===== config.mk =====
export PLATFORM = sky130hd
export DESIGN_NAME = gp_ports
export DESIGN_NICKNAME = d
export VERILOG_FILES = /design/src/dummy_end_marker_never_used.v /design/src/gp_pin_bank.v /design/src/gp_ports.v
export VERILOG_INCLUDE_DIRS = /design/src
export SDC_FILE = /design/constraint.sdc
export NUM_CORES = 1
export LEC_CHECK = 0
export BUFFER_PORTS_ARGS = -buffer_cell sky130_fd_sc_hd__buf_2
export CAP_MARGIN = 40
export CORE_ASPECT_RATIO = 0.5
export CORE_MARGIN = 1.5
export CORE_UTILIZATION = 45
export DETAILED_ROUTE_END_ITERATION = 6
export PLACE_DENSITY = 0.68
export SETUP_SLACK_MARGIN = 0.05
export SYNTH_ARGS = -nofsm -noshare
export SYNTH_HDL_FRONTEND = slang
export SYNTH_SLANG_ARGS = --single-unit

===== constraint.sdc =====
create_clock -name pclk -period 1.7 [get_ports pclk]
set_input_delay 0.085 -clock pclk [delete_from_list [all_inputs] [get_ports pclk]]
set_output_delay 0.085 -clock pclk [all_outputs]
set_load 0.1 [all_outputs]

===== src/gp_defines.vh =====
`ifndef GP_DEFINES_VH
`define GP_DEFINES_VH

// APB address fields: port group in bits 7:5, register in bits 4:2
`define GP_ADDR_W 8
`define GP_GRP_HI 7
`define GP_GRP_LO 5
`define GP_REG_HI 4
`define GP_REG_LO 2

// Port groups (byte offset = group * 0x20)
`define GP_GRP_P2 3'h0
`define GP_GRP_P3 3'h1
`define GP_GRP_P6 3'h2
`define GP_GRP_P7 3'h3
`define GP_GRP_P8 3'h4
`define GP_GRP_MISC 3'h5

// Registers within a bidirectional port group
`define GP_REG_LATCH 3'h0
`define GP_REG_DIR 3'h1
`define GP_REG_ODRAIN 3'h2
`define GP_REG_ALTSEL 3'h3
`define GP_REG_PIN 3'h4

// Registers within the misc group
`define GP_REG_P5PIN 3'h0
`define GP_REG_THRESH 3'h1

// Reset values and masks
`define GP_RST_16 16'h0000
`define GP_RST_8 8'h00
`define GP_RST_THR 6'h00
`define GP_RST_32 32'h00000000
`define GP_ALL_16 16'hFFFF
`define GP_ALL_8 8'hFF
`define GP_P3_IMPL 16'hBFFF
`define GP_P3_ALTDRV 16'h0002
`define GP_THR_W 6

`endif


===== src/dummy_end_marker_never_used.v =====
`timescale 1ns/1ps


===== src/gp_pin_bank.v =====
`timescale 1ns/1ps
`include "gp_defines.vh"

// One bidirectional port: latch, direction, drive mode, alternate select and pin sampling
module gp_pin_bank #(
    parameter W = 16,
    parameter [W-1:0] IMPL = {W{1'b1}}
) (
    input wire pclk,
    input wire presetn,
    input wire [W-1:0] wr_data,
    input wire wr_latch,
    input wire wr_dir,
    input wire wr_od,
    input wire wr_alt,
    input wire [W-1:0] alt_val,
    input wire [W-1:0] alt_drv,
    input wire [W-1:0] pad_in,
    output reg [W-1:0] pad_out,
    output reg [W-1:0] pad_oe,
    output reg [W-1:0] latch_reg,
    output reg [W-1:0] dir_reg,
    output reg [W-1:0] od_reg,
    output reg [W-1:0] alt_reg,
    output reg [W-1:0] pin_reg
);

    wire [W-1:0] use_alt;
    wire [W-1:0] drv_next;

    // Peripheral value replaces the latch only where it is selected and driving
    assign use_alt = alt_reg & alt_drv;
    assign drv_next = (use_alt & alt_val) | (~use_alt & latch_reg);

    // Software registers; missing bits are held at zero
    always @(posedge pclk or negedge presetn) begin
        if (!presetn) begin
            latch_reg <= {W{1'b0}};
            dir_reg <= {W{1'b0}};
            od_reg <= {W{1'b0}};
            alt_reg <= {W{1'b0}};
        end else begin
            if (wr_latch) begin
                latch_reg <= wr_data & IMPL;
            end
            if (wr_dir) begin
                dir_reg <= wr_data & IMPL;
            end
            if (wr_od) begin
                od_reg <= wr_data & IMPL;
            end
            if (wr_alt) begin
                alt_reg <= wr_data & IMPL;
            end
        end
    end

    // Pad drive registered so the pins never glitch on decode changes
    always @(posedge pclk or negedge presetn) begin
        if (!presetn) begin
            pad_out <= {W{1'b0}};
            pad_oe <= {W{1'b0}};
            pin_reg <= {W{1'b0}};
        end else begin
            pad_out <= drv_next & ~od_reg & IMPL;
            pad_oe <= dir_reg & IMPL & ~(od_reg & drv_next);
            pin_reg <= pad_in & IMPL;
        end
    end

endmodule // gp_pin_bank


===== src/gp_ports.v =====
// Decided for this implementation: the register addresses and the APB slave port.
`timescale 1ns/1ps
`include "gp_defines.vh"

module gp_ports (
    input wire pclk,
    input wire presetn,
    input wire psel,
    input wire penable,
    input wire pwrite,
    input wire [7:0] paddr,
    input wire [31:0] pwdata,
    output wire pready,
    output reg [31:0] prdata,
    output reg pslverr,
    input wire [15:0] p2_in,
    output wire [15:0] p2_out,
    output wire [15:0] p2_oe,
    input wire [15:0] p3_in,
    output wire [15:0] p3_out,
    output wire [15:0] p3_oe,
    input wire [15:0] p5_in,
    input wire [7:0] p6_in,
    output wire [7:0] p6_out,
    output wire [7:0] p6_oe,
    input wire [7:0] p7_in,
    output wire [7:0] p7_out,
    output wire [7:0] p7_oe,
    input wire [7:0] p8_in,
    output wire [7:0] p8_out,
    output wire [7:0] p8_oe,
    output wire [5:0] threshold_cmos_sel,
    input wire [4:0] chip_select_out_n,
    input wire bus_yield_grant_out_n,
    input wire bus_want_out_n,
    output wire bus_hold_request_in_n,
    input wire second_sync_serial_en,
    input wire second_sync_serial_clock_out,
    input wire second_sync_serial_clock_drive,
    input wire second_sync_serial_mosi_out,
    input wire second_sync_serial_miso_out,
    output wire second_sync_serial_clock_in,
    output wire second_sync_serial_mosi_in,
    output wire second_sync_serial_miso_in,
    input wire [15:0] first_capture_unit_cmp_out,
    output wire [15:0] first_capture_unit_cap_in,
    input wire [15:0] second_capture_unit_cmp_out,
    output wire [15:0] second_capture_unit_cap_in,
    input wire [3:0] extended_pwm_channel_out,
    input wire [3:0] extended_pwm_unit_en,
    input wire [3:0] basic_pwm_channel_out,
    input wire second_async_serial_en,
    input wire second_async_serial_tx,
    input wire second_async_serial_rx_out,
    input wire second_async_serial_rx_drive,
    output wire second_async_serial_rx,
    output wire [7:0] fast_ext_irq_in,
    output wire capture_timer_seven_count_in,
    output wire [15:0] analog_channel_in,
    output wire timer_six_updown_in,
    output wire timer_five_updown_in,
    output wire timer_six_count_in,
    output wire timer_five_count_in,
    output wire timer_four_updown_in,
    output wire timer_two_updown_in,
    output wire capture_timer_zero_count_in,
    input wire timer_six_toggle_out,
    output wire reload_register_capture_in
);

    wire [2:0] grp;
    wire [2:0] rsel;
    wire wr_acc;
    wire setup;
    wire [5:0] grp_hit;
    wire [15:0] wdata16;

    wire [15:0] p2_latch, p2_dir, p2_od, p2_alt, p2_pin;
    wire [15:0] p3_latch, p3_dir, p3_od, p3_alt, p3_pin;
    wire [7:0] p6_latch, p6_dir, p6_od, p6_alt, p6_pin;
    wire [7:0] p7_latch, p7_dir, p7_od, p7_alt, p7_pin;
    wire [7:0] p8_latch, p8_dir, p8_od, p8_alt, p8_pin;
    wire [7:0] p6_alt_val, p6_alt_drv, p8_alt_val, p8_alt_drv, p7_alt_drv;
    wire [15:0] p3_alt_val, p2_alt_drv, p3_alt_drv;

    reg [15:0] p5_pin_reg;
    reg [5:0] thresh_reg;
    reg [31:0] rd_next;
    reg err_next;

    // Address decode
    assign grp = paddr[`GP_GRP_HI:`GP_GRP_LO];
    assign rsel = paddr[`GP_REG_HI:`GP_REG_LO];
    assign setup = psel & ~penable;
    assign wr_acc = psel & penable & pwrite;
    assign wdata16 = pwdata[15:0];
    assign grp_hit[0] = wr_acc & (grp == `GP_GRP_P2);
    assign grp_hit[1] = wr_acc & (grp == `GP_GRP_P3);
    assign grp_hit[2] = wr_acc & (grp == `GP_GRP_P6);
    assign grp_hit[3] = wr_acc & (grp == `GP_GRP_P7);
    assign grp_hit[4] = wr_acc & (grp == `GP_GRP_P8);
    assign grp_hit[5] = wr_acc & (grp == `GP_GRP_MISC);

    // No wait states: read data is captured in the setup cycle
    assign pready = 1'b1;

    // Selects one of a port's registers, widened to 16 bits
    function [15:0] port_word;
        input [2:0] r;
        input [15:0] lat;
        input [15:0] dir;
        input [15:0] od;
        input [15:0] alt;
        input [15:0] pin;
        begin
            case (r)
                `GP_REG_LATCH: port_word = lat;
                `GP_REG_DIR: port_word = dir;
                `GP_REG_ODRAIN: port_word = od;
                `GP_REG_ALTSEL: port_word = alt;
                `GP_REG_PIN: port_word = pin;
                default: port_word = `GP_RST_16;
            endcase
        end
    endfunction

    // Sixteen-bit port: capture 0-15 compare outputs drive every bit
    assign p2_alt_drv = `GP_ALL_16;
    assign p3_alt_drv = `GP_P3_ALTDRV;
    assign p7_alt_drv = `GP_ALL_8;
    gp_pin_bank #(.W(16), .IMPL(`GP_ALL_16)) u_p2 (
        .pclk(pclk),
        .presetn(presetn),
        .wr_data(wdata16),
        .wr_latch(grp_hit[0] & (rsel == `GP_REG_LATCH)),
        .wr_dir(grp_hit[0] & (rsel == `GP_REG_DIR)),
        .wr_od(grp_hit[0] & (rsel == `GP_REG_ODRAIN)),
        .wr_alt(grp_hit[0] & (rsel == `GP_REG_ALTSEL)),
        .alt_val(first_capture_unit_cmp_out),
        .alt_drv(p2_alt_drv),
        .pad_in(p2_in),
        .pad_out(p2_out),
        .pad_oe(p2_oe),
        .latch_reg(p2_latch),
        .dir_reg(p2_dir),
        .od_reg(p2_od),
        .alt_reg(p2_alt),
        .pin_reg(p2_pin)
    );

    // Fifteen-bit port: only bit 1 has an output alternate; bit 14 has no pin
    assign p3_alt_val = {14'h0000, timer_six_toggle_out, 1'b0};
    gp_pin_bank #(.W(16), .IMPL(`GP_P3_IMPL)) u_p3 (
        .pclk(pclk),
        .presetn(presetn),
        .wr_data(wdata16),
        .wr_latch(grp_hit[1] & (rsel == `GP_REG_LATCH)),
        .wr_dir(grp_hit[1] & (rsel == `GP_REG_DIR)),
        .wr_od(grp_hit[1] & (rsel == `GP_REG_ODRAIN)),
        .wr_alt(grp_hit[1] & (rsel == `GP_REG_ALTSEL)),
        .alt_val(p3_alt_val),
        .alt_drv(p3_alt_drv),
        .pad_in(p3_in),
        .pad_out(p3_out),
        .pad_oe(p3_oe),
        .latch_reg(p3_latch),
        .dir_reg(p3_dir),
        .od_reg(p3_od),
        .alt_reg(p3_alt),
        .pin_reg(p3_pin)
    );

    // Bus-control port; serial channel takes bits 5-7 while it is enabled
    assign p6_alt_val[4:0] = chip_select_out_n;
    assign p6_alt_val[5] = second_sync_serial_clock_out;
    assign p6_alt_val[6] = second_sync_serial_en ? second_sync_serial_mosi_out :
        bus_yield_grant_out_n;
    assign p6_alt_val[7] = second_sync_serial_en ? second_sync_serial_miso_out :
        bus_want_out_n;
    // Hold request is input only; the clock drives only as serial master
    assign p6_alt_drv = {2'b11, second_sync_serial_en & second_sync_serial_clock_drive,
        5'h1F};
    gp_pin_bank #(.W(8), .IMPL(`GP_ALL_8)) u_p6 (
        .pclk(pclk),
        .presetn(presetn),
        .wr_data(pwdata[7:0]),
        .wr_latch(grp_hit[2] & (rsel == `GP_REG_LATCH)),
        .wr_dir(grp_hit[2] & (rsel == `GP_REG_DIR)),
        .wr_od(grp_hit[2] & (rsel == `GP_REG_ODRAIN)),
        .wr_alt(grp_hit[2] & (rsel == `GP_REG_ALTSEL)),
        .alt_val(p6_alt_val),
        .alt_drv(p6_alt_drv),
        .pad_in(p6_in),
        .pad_out(p6_out),
        .pad_oe(p6_oe),
        .latch_reg(p6_latch),
        .dir_reg(p6_dir),
        .od_reg(p6_od),
        .alt_reg(p6_alt),
        .pin_reg(p6_pin)
    );

    // Basic PWM on the low nibble, capture 28-31 on the high nibble
    gp_pin_bank #(.W(8), .IMPL(`GP_ALL_8)) u_p7 (
        .pclk(pclk),
        .presetn(presetn),
        .wr_data(pwdata[7:0]),
        .wr_latch(grp_hit[3] & (rsel == `GP_REG_LATCH)),
        .wr_dir(grp_hit[3] & (rsel == `GP_REG_DIR)),
        .wr_od(grp_hit[3] & (rsel == `GP_REG_ODRAIN)),
        .wr_alt(grp_hit[3] & (rsel == `GP_REG_ALTSEL)),
        .alt_val({second_capture_unit_cmp_out[15:12], basic_pwm_channel_out}),
        .alt_drv(p7_alt_drv),
        .pad_in(p7_in),
        .pad_out(p7_out),
        .pad_oe(p7_oe),
        .latch_reg(p7_latch),
        .dir_reg(p7_dir),
        .od_reg(p7_od),
        .alt_reg(p7_alt),
        .pin_reg(p7_pin)
    );

    // Capture 16-23 port; extended PWM and async serial override when enabled
    assign p8_alt_val[3:0] = (extended_pwm_unit_en & extended_pwm_channel_out) |
        (~extended_pwm_unit_en & second_capture_unit_cmp_out[3:0]);
    assign p8_alt_val[5:4] = second_capture_unit_cmp_out[5:4];
    assign p8_alt_val[6] = second_async_serial_en ? second_async_serial_rx_out :
        second_capture_unit_cmp_out[6];
    assign p8_alt_val[7] = second_async_serial_en ? second_async_serial_tx :
        second_capture_unit_cmp_out[7];
    // The data line drives only in synchronous mode; async it is a receive input
    assign p8_alt_drv = {1'b1, ~second_async_serial_en | second_async_serial_rx_drive,
        6'h3F};
    gp_pin_bank #(.W(8), .IMPL(`GP_ALL_8)) u_p8 (
        .pclk(pclk),
        .presetn(presetn),
        .wr_data(pwdata[7:0]),
        .wr_latch(grp_hit[4] & (rsel == `GP_REG_LATCH)),
        .wr_dir(grp_hit[4] & (rsel == `GP_REG_DIR)),
        .wr_od(grp_hit[4] & (rsel == `GP_REG_ODRAIN)),
        .wr_alt(grp_hit[4] & (rsel == `GP_REG_ALTSEL)),
        .alt_val(p8_alt_val),
        .alt_drv(p8_alt_drv),
        .pad_in(p8_in),
        .pad_out(p8_out),
        .pad_oe(p8_oe),
        .latch_reg(p8_latch),
        .dir_reg(p8_dir),
        .od_reg(p8_od),
        .alt_reg(p8_alt),
        .pin_reg(p8_pin)
    );

    // Input-only port and threshold selects; no driver exists for the former
    always @(posedge pclk or negedge presetn) begin
        if (!presetn) begin
            p5_pin_reg <= `GP_RST_16;
            thresh_reg <= `GP_RST_THR;
        end else begin
            p5_pin_reg <= p5_in;
            if (grp_hit[5] & (rsel == `GP_REG_THRESH)) begin
                thresh_reg <= pwdata[`GP_THR_W-1:0];
            end
        end
    end

    // One bit per port: 0 P2, 1 P3, 2 P5, 3 P6, 4 P7, 5 P8; set means CMOS
    assign threshold_cmos_sel = thresh_reg;

    // Alternate inputs see the same sampled value as a port read
    assign first_capture_unit_cap_in = p2_pin;
    assign fast_ext_irq_in = p2_pin[15:8];
    assign capture_timer_seven_count_in = p2_pin[15];
    assign capture_timer_zero_count_in = p3_pin[0];
    assign reload_register_capture_in = p3_pin[2];
    assign analog_channel_in = p5_pin_reg;
    assign timer_six_updown_in = p5_pin_reg[10];
    assign timer_five_updown_in = p5_pin_reg[11];
    assign timer_six_count_in = p5_pin_reg[12];
    assign timer_five_count_in = p5_pin_reg[13];
    assign timer_four_updown_in = p5_pin_reg[14];
    assign timer_two_updown_in = p5_pin_reg[15];
    assign bus_hold_request_in_n = p6_pin[5];
    assign second_sync_serial_clock_in = p6_pin[5];
    assign second_sync_serial_mosi_in = p6_pin[6];
    assign second_sync_serial_miso_in = p6_pin[7];
    // Channels 24-27 live on a port outside this block
    assign second_capture_unit_cap_in = {p7_pin[7:4], 4'h0, p8_pin};
    assign second_async_serial_rx = p8_pin[6];

    // Read mux and unmapped detection
    always @* begin
        rd_next = `GP_RST_32;
        err_next = 1'b0;
        case (grp)
            `GP_GRP_P2: rd_next[15:0] = port_word(rsel, p2_latch, p2_dir, p2_od, p2_alt, p2_pin);
            `GP_GRP_P3: rd_next[15:0] = port_word(rsel, p3_latch, p3_dir, p3_od, p3_alt, p3_pin);
            `GP_GRP_P6: rd_next[15:0] = port_word(rsel, {8'h00, p6_latch}, {8'h00, p6_dir},
                {8'h00, p6_od}, {8'h00, p6_alt}, {8'h00, p6_pin});
            `GP_GRP_P7: rd_next[15:0] = port_word(rsel, {8'h00, p7_latch}, {8'h00, p7_dir},
                {8'h00, p7_od}, {8'h00, p7_alt}, {8'h00, p7_pin});
            `GP_GRP_P8: rd_next[15:0] = port_word(rsel, {8'h00, p8_latch}, {8'h00, p8_dir},
                {8'h00, p8_od}, {8'h00, p8_alt}, {8'h00, p8_pin});
            `GP_GRP_MISC: begin
                if (rsel == `GP_REG_P5PIN) begin
                    rd_next[15:0] = p5_pin_reg;
                end else if (rsel == `GP_REG_THRESH) begin
                    rd_next[`GP_THR_W-1:0] = thresh_reg;
                end else begin
                    err_next = 1'b1;
                end
            end
            default: err_next = 1'b1;
        endcase
        if ((grp != `GP_GRP_MISC) && (rsel > `GP_REG_PIN)) begin
            err_next = 1'b1;
        end
    end

    // Answer registered at setup so prdata comes from flops with zero wait states
    always @(posedge pclk or negedge presetn) begin
        if (!presetn) begin
            prdata <= `GP_RST_32;
            pslverr <= 1'b0;
        end else if (setup) begin
            prdata <= pwrite ? `GP_RST_32 : rd_next;
            pslverr <= err_next;
        end
    end

endmodule // gp_ports


---- Word level (Yosys, flattened, before mapping) ----
Index checks and enable logic that the tools add are counted.
cells by class
  $lt $le $gt $ge ......................... 1
  eq/ne operators ......................... 10
  multiplexer cells ....................... 18
  bitwise operators ....................... 85
  reduce and logical (&&, ||, !) cells .... 4
operators with widths
  operator              number
  $pmux W16 S5          2
  $and A16 B16 Y16      9
  $and A8 B8 Y8         17
  $pmux W8 S5           3
  $pmux W16 S6          1
  $not A16 Y16          5
  $not A8 Y8            9
  $or A16 B16 Y16       2
  $and A1 B1 Y1         31
  $or A8 B8 Y8          3
  $mux W16              1
  $not A2 Y16           1
  $eq A3 B2 Y1 const B  4
  $mux W6               2
  $mux W10              1
  $eq A3 B3 Y1 const B  3
  $and A4 B4 Y4         2
  $mux W1               7
  $eq A3 B1 Y1 const B  2
  $logic_not A3 Y1      2
  $reduce_or A5 Y1      1
  $not A4 Y4            1
  $or A4 B4 Y4          1
  $gt A3 B3 Y1 const B  1
  6 further kinds       7
word-level totals
  bits in registers ....................... 441

---- Depth between registers and ports, before layout ----
  word-level depth ........................ 9
  depth in mapped cells ................... 8
  gate-level depth less buffers ........... 5

---- Hierarchy ----
Synthesis repeated with hierarchy kept, for this count alone.
unflattened totals
  cells, all modules ...................... 1642
  area, all modules ....................... 19781.5 um^2
by module, submodules not included
  module                   times used  cells an instance  area an instance (um^2)  sequential area each (um^2)
  gp_pin_bank at u_p6 ...  3           156                2165.8                   1401.3
  gp_ports                 1           559                4643.2                   975.9
  gp_pin_bank at u_p2      1           313                4424.2                   2802.7
  gp_pin_bank at u_p3      1           302                4216.5                   2627.5

---- Worst setup path before layout ----
Ideal clock, no wire load.
  kind .................................... reg-to-reg
  start ................................... reg thresh_reg[1] (netlist: threshold_cmos_sel[1])
  end ..................................... reg prdata[1]
  setup time .............................. 90 ps
  arrival time ............................ 1775 ps
  required time ........................... 1610 ps
  setup slack ............................. -165 ps
  stages on the path, launching flop included .. 6
  buffers on the path ..................... 0
  period minus slack after synthesis ...... 1865 ps
  cells stage by stage .................... dfrtp_1 > mux2i_1 > or4_1 > o221ai_1 > a221oi_1 > o221ai_1
between the ends
  cells in the longest elaborated chain, start to end .. 4
RTL lines
  element                   RTL line        source
  start: declaration        gp_ports.v:87   reg [5:0] thresh_reg;
  start signal: assignment  gp_ports.v:259  thresh_reg <= `GP_RST_THR;
  start signal: assignment  gp_ports.v:263  thresh_reg <= pwdata[`GP_THR_W-1:0];
  $mux W6                   gp_ports.v:308  end else if (rsel == `GP_REG_THRESH) begin
  $mux W6                   gp_ports.v:306  if (rsel == `GP_REG_P5PIN) begin
  $pmux W16 S6              gp_ports.v:296  case (grp)
  $mux W16                  gp_ports.v:327  prdata <= pwrite ? `GP_RST_32 : rd_next;
  end signal: assignment    gp_ports.v:324  prdata <= `GP_RST_32;
  end signal: assignment    gp_ports.v:327
  end: declaration          gp_ports.v:14   output reg [31:0] prdata,
No other way between the ends.
A chain may end at the register's enable or synchronous reset.

---- Final worst setup path ----
  start ................................... reg u_p8.alt_reg[7]
  end ..................................... reg prdata[7]
between the ends
  cells in the longest elaborated chain, start to end .. 3
RTL lines
  element                   RTL line          source
  start: declaration        gp_pin_bank.v:24  output reg [W-1:0] alt_reg,
  start signal: assignment  gp_pin_bank.v:41  alt_reg <= {W{1'b0}};
  start signal: assignment  gp_pin_bank.v:53  alt_reg <= wr_data & IMPL;
  $pmux W8 S5               gp_ports.v:116    case (r)
  $pmux W16 S6              gp_ports.v:296
  $mux W16                  gp_ports.v:327
No other way between the ends.

==> flow_summary.yaml <==
synth:
  synth_top_area_cell: "sky130_fd_sc_hd__dfrtp_1"
  muxShareOfSynthArea: 0.206
  synth-compound-area-share: 0.109
  synth_cell_type_count: 56
  synth-main-ff-cell: "sky130_fd_sc_hd__dfrtp_1"
  flip_flop_and_latch_count_after_synthesis: 424
  synth.yosys.warnings: 0
  synth_top_cells_by_area: "sky130_fd_sc_hd__dfrtp_1, sky130_fd_sc_hd__mux2_2, sky130_fd_sc_hd__mux2i_1"
  synthCells: 1373
  combinational_family_with_the_most_area_after_synthesis: "multiplexers"
  part_of_the_yosys_area_used_for_sequential_elements: 0.589
  synth_enable_flop_cells: 0
  share_of_flip_flops_with_an_asynchronous_set_or_reset_after_synthesis: 1.00
  synthXorXnorAreaFrac: 0
  fraction_of_the_mapped_netlist_area_in_simple_logic_gates: 0.0514
  post_synth_fa_ha_maj_area_fraction: 0
  synthesis.area_mm2: 0.0180
  synth_top_cell_area_share: 0.589
  avgSynthCellArea_um2: 13.1
clock_tree:
  cts_made_buffers: 39
  tritoncts_clock_tree: "built"
  clock_path_buffers: 3
  cts_h_tree_depth: 2
  cts.reportedPaths.clkPinSlew_ns: 0.07
  cts.root.buffer_cell: "sky130_fd_sc_hd__clkbuf_16"
  clock_sinks: 424
  worst_skew_pair.late_latency_ns: 0.55
place:
  place_inst: 2282
  port_buffers: 353
  weighted_congestion_at_the_end_of_routability_driven_global_placement: 0.944
  dp_slack_ns: -0.139
  dp_hpwl_um: 39600
drt:
  wl_per_cell_um: 22.7
  antenna_left: 0
  detailroute.via_count: 13700
  drt-total-wl_um: 56300
  drt_iter0_markers: 1122
  route.detailed.drc: 0
  routed-wl-met3_um: 3410
  drt-met1-wl_um: 23700
  vias_per_cell: 5.52
  topRoutingLayerUsed: "met4"
  first_pass_iteration_count_of_the_detailed_router: 5
  met2_layer_wire_length_in_the_routed_design_um: 27600
layout:
  multi_input_comb_area_mm2: 0.00674
  seq_cell_area_mm2: 0.0106
  filler_instances: 3137
  leading_cell_types_in_the_layout_fill_and_taps_excluded: "sky130_fd_sc_hd__dfrtp_1, sky130_fd_sc_hd__buf_2, sky130_fd_sc_hd__mux2_2"
  finish.cell_count_without_fillers: 2477
  layout-area-overhead-vs-synth_pct: 32.3
  layout-drive-gt1-share: 0.436
  layout.nets: 2095
  layout.cells.most_common: "sky130_fd_sc_hd__dfrtp_1"
timing:
  timing_max_transition_violations_final: 0
  final.period_utilization: 0.947
  worst_pin_slew_ns: 0.585
  skew_ns: 0.0230
  fin_ws_ns: 0.0893
  hold_viol_final: 0
  period_needed_ns: 1.61
  slew_headroom: 0.610
  hold_ws_ns: 0.00579
  maxClockFrequency_ghz: 0.621
  rsz0062_at_grt: "yes"
  final.setup.tns_ns: 0
  setup_viols_final: 0
pwr:
  power.density_mw_per_mm2: 1030
  leakage_power_total_nw: 11.8
  ir_drop_mv: 0.915
  total_power_mw: 24.6
  share_comb_of_total_power: 0.179
  design_internal_power_mw: 17.0
  seq_power_share: 0.445
  power.switching_mw: 7.59
  pwr-share-clk: 0.376
  switching_share: 0.309
worst_setup_path:
  cp_data_arrival_time_ns: 2.04
  critical_path_peak_fanout: 4
  worstRegToRegCells: 5
  worst_r2r_setup_slack_ns: 0.09
  worstSetupEndpoint: "prdata[7]$_DFFE_PN0P_"
  critPathCaptureType: "flip-flop"
  critical_path_class: "reg -> reg"
  rr_endpoint: "prdata[7]$_DFFE_PN0P_"
  crit-reg2reg-launch: "u_p8.alt_reg[7]$_DFFE_PN0P_"
  critPathRequiredTime_ns: 2.13
  timing.critical_path.from: "u_p8.alt_reg[7]$_DFFE_PN0P_"
  cp-start-kind: "flip-flop"
min_path:
  classification_of_the_worst_slack_hold_path: "in -> reg"
global_route:
  grt_first_pass_wirelength_um: 83800
  grt_usage: 0.271
  grt_overflow_total: 0
  grt_max_degree: 73
  grt_antenna_before_repair: 1
  number_of_global_route_vias_before_repair: 13700
floorplanning:
  fp.coreArea_mm2: 0.0392
  dieArea_mm2: 0.0413
  i_o_pins: 400
  die_width_um: 286
  row_count: 51
  start_util: 0.460
  chipHeight_um: 144
run_status:
  run_status: "finished, final reports clean"
flow_run:
  maxCapViolations: 0
-- per-layer routing --
layer | track usage | up-vias
met5 | 0 | -
met1 | 0.357 | 7095
met4 | 0.0830 | 0
met2 | 0.455 | 459
li1 | - | 6010
met3 | 0.0544 | 103
-- Yosys cell counts, types with 4 or more instances --
library cell / n
sky130_fd_sc_hd__buf_2: 25
sky130_fd_sc_hd__o21ai_0: 31
sky130_fd_sc_hd__o21a_1: 34
sky130_fd_sc_hd__a21oi_1: 21
sky130_fd_sc_hd__mux2_2: 260
sky130_fd_sc_hd__mux2i_1: 71
sky130_fd_sc_hd__nor3_1: 6
sky130_fd_sc_hd__buf_1: 8
sky130_fd_sc_hd__nand3b_1: 4
sky130_fd_sc_hd__nand2_1: 32
sky130_fd_sc_hd__a21boi_0: 23
sky130_fd_sc_hd__or4_1: 4
sky130_fd_sc_hd__nand3_1: 14
sky130_fd_sc_hd__o22ai_1: 24
sky130_fd_sc_hd__a32oi_1: 13
sky130_fd_sc_hd__nand2b_1: 6
sky130_fd_sc_hd__a221oi_1: 8
sky130_fd_sc_hd__a22o_1: 4
sky130_fd_sc_hd__inv_1: 39
sky130_fd_sc_hd__nor2_1: 59
sky130_fd_sc_hd__a211o_1: 5
sky130_fd_sc_hd__a22oi_1: 71
sky130_fd_sc_hd__buf_4: 44
sky130_fd_sc_hd__o221ai_1: 11
sky130_fd_sc_hd__a2bb2oi_1: 7
sky130_fd_sc_hd__dfrtp_1: 424
sky130_fd_sc_hd__clkbuf_1: 46
sky130_fd_sc_hd__nor2b_1: 29
-- kinds of logic after synthesis --
family                 Yosys count
DFF                            424
buffers and inverters          163
AOI/OAI and AO/OA              273
muxes                          334
and+or+nand+nor                177
other                            2
-- what timing repair did --
action	in CTS	in global routing
endpoints found under the setup margin	1	5
endpoints found under the hold margin	627	0
pin swaps	0	2
hold buffers	123	0
gates resized for setup	1	3
buffers inserted	0	1
gates cloned	0	0
-- how the worst min path moves through the flow --
stage | from | end | depth (start not counted)
2_1_floorplan | presetn | analog_channel_in[0]$_DFF_PN0_ | 0
3_3_place_gp | presetn | u_p2.pad_out[11]$_DFF_PN0_ | 1
3_5_place_dp | presetn | u_p2.pad_out[11]$_DFF_PN0_ | 1
4_1_cts | second_capture_unit_cmp_out[3] | u_p8.pad_oe[3]$_DFF_PN0_ | 4
5_1_grt | pwdata[6] | u_p8.od_reg[6]$_DFFE_PN0P_ | 3
6_report | second_capture_unit_cmp_out[3] | u_p8.pad_oe[3]$_DFF_PN0_ | 4
-- worst max-delay path: stages, from the launching register on --
cell,delay [ns]
sky130_fd_sc_hd__dfrtp_1,0.41
sky130_fd_sc_hd__mux2_2,0.27
sky130_fd_sc_hd__a22oi_1,0.14
sky130_fd_sc_hd__o22ai_1,0.22
sky130_fd_sc_hd__a222oi_1,0.33
sky130_fd_sc_hd__a31oi_1,0.13
-- stage by stage --
stage                     utilization  area, µm²
after detailed placement        0.542      21200
final                           0.608      23800
after CTS                       0.608      23800
after global placement          0.542      21200
after global routing            0.608      23800
after floorplan                     -      18100
-- area by class of cell --
class,count,area share
Multi-Input combinational cell,807,0.283
Tap cell,530,0.0278
Sequential cell,424,0.446
Clock buffer,51,0.0462
Clock inverter,19,0.00966
Timing Repair Buffer,605,0.181
Antenna cell,1,0.000105
Inverter,40,0.00630
-- power groups by stage --
stage               combinational, mW  sequential [mW]  clock, mW
floorplan                        1.39             12.6          0
global placement                 4.11             11.1          0
detailed placement               4.14             11.1          0
CTS                              4.38             10.9       9.40
global route                     4.59             11.0       9.81
finish                           4.39             10.9       9.24
(Power assumes the default switching activity.)
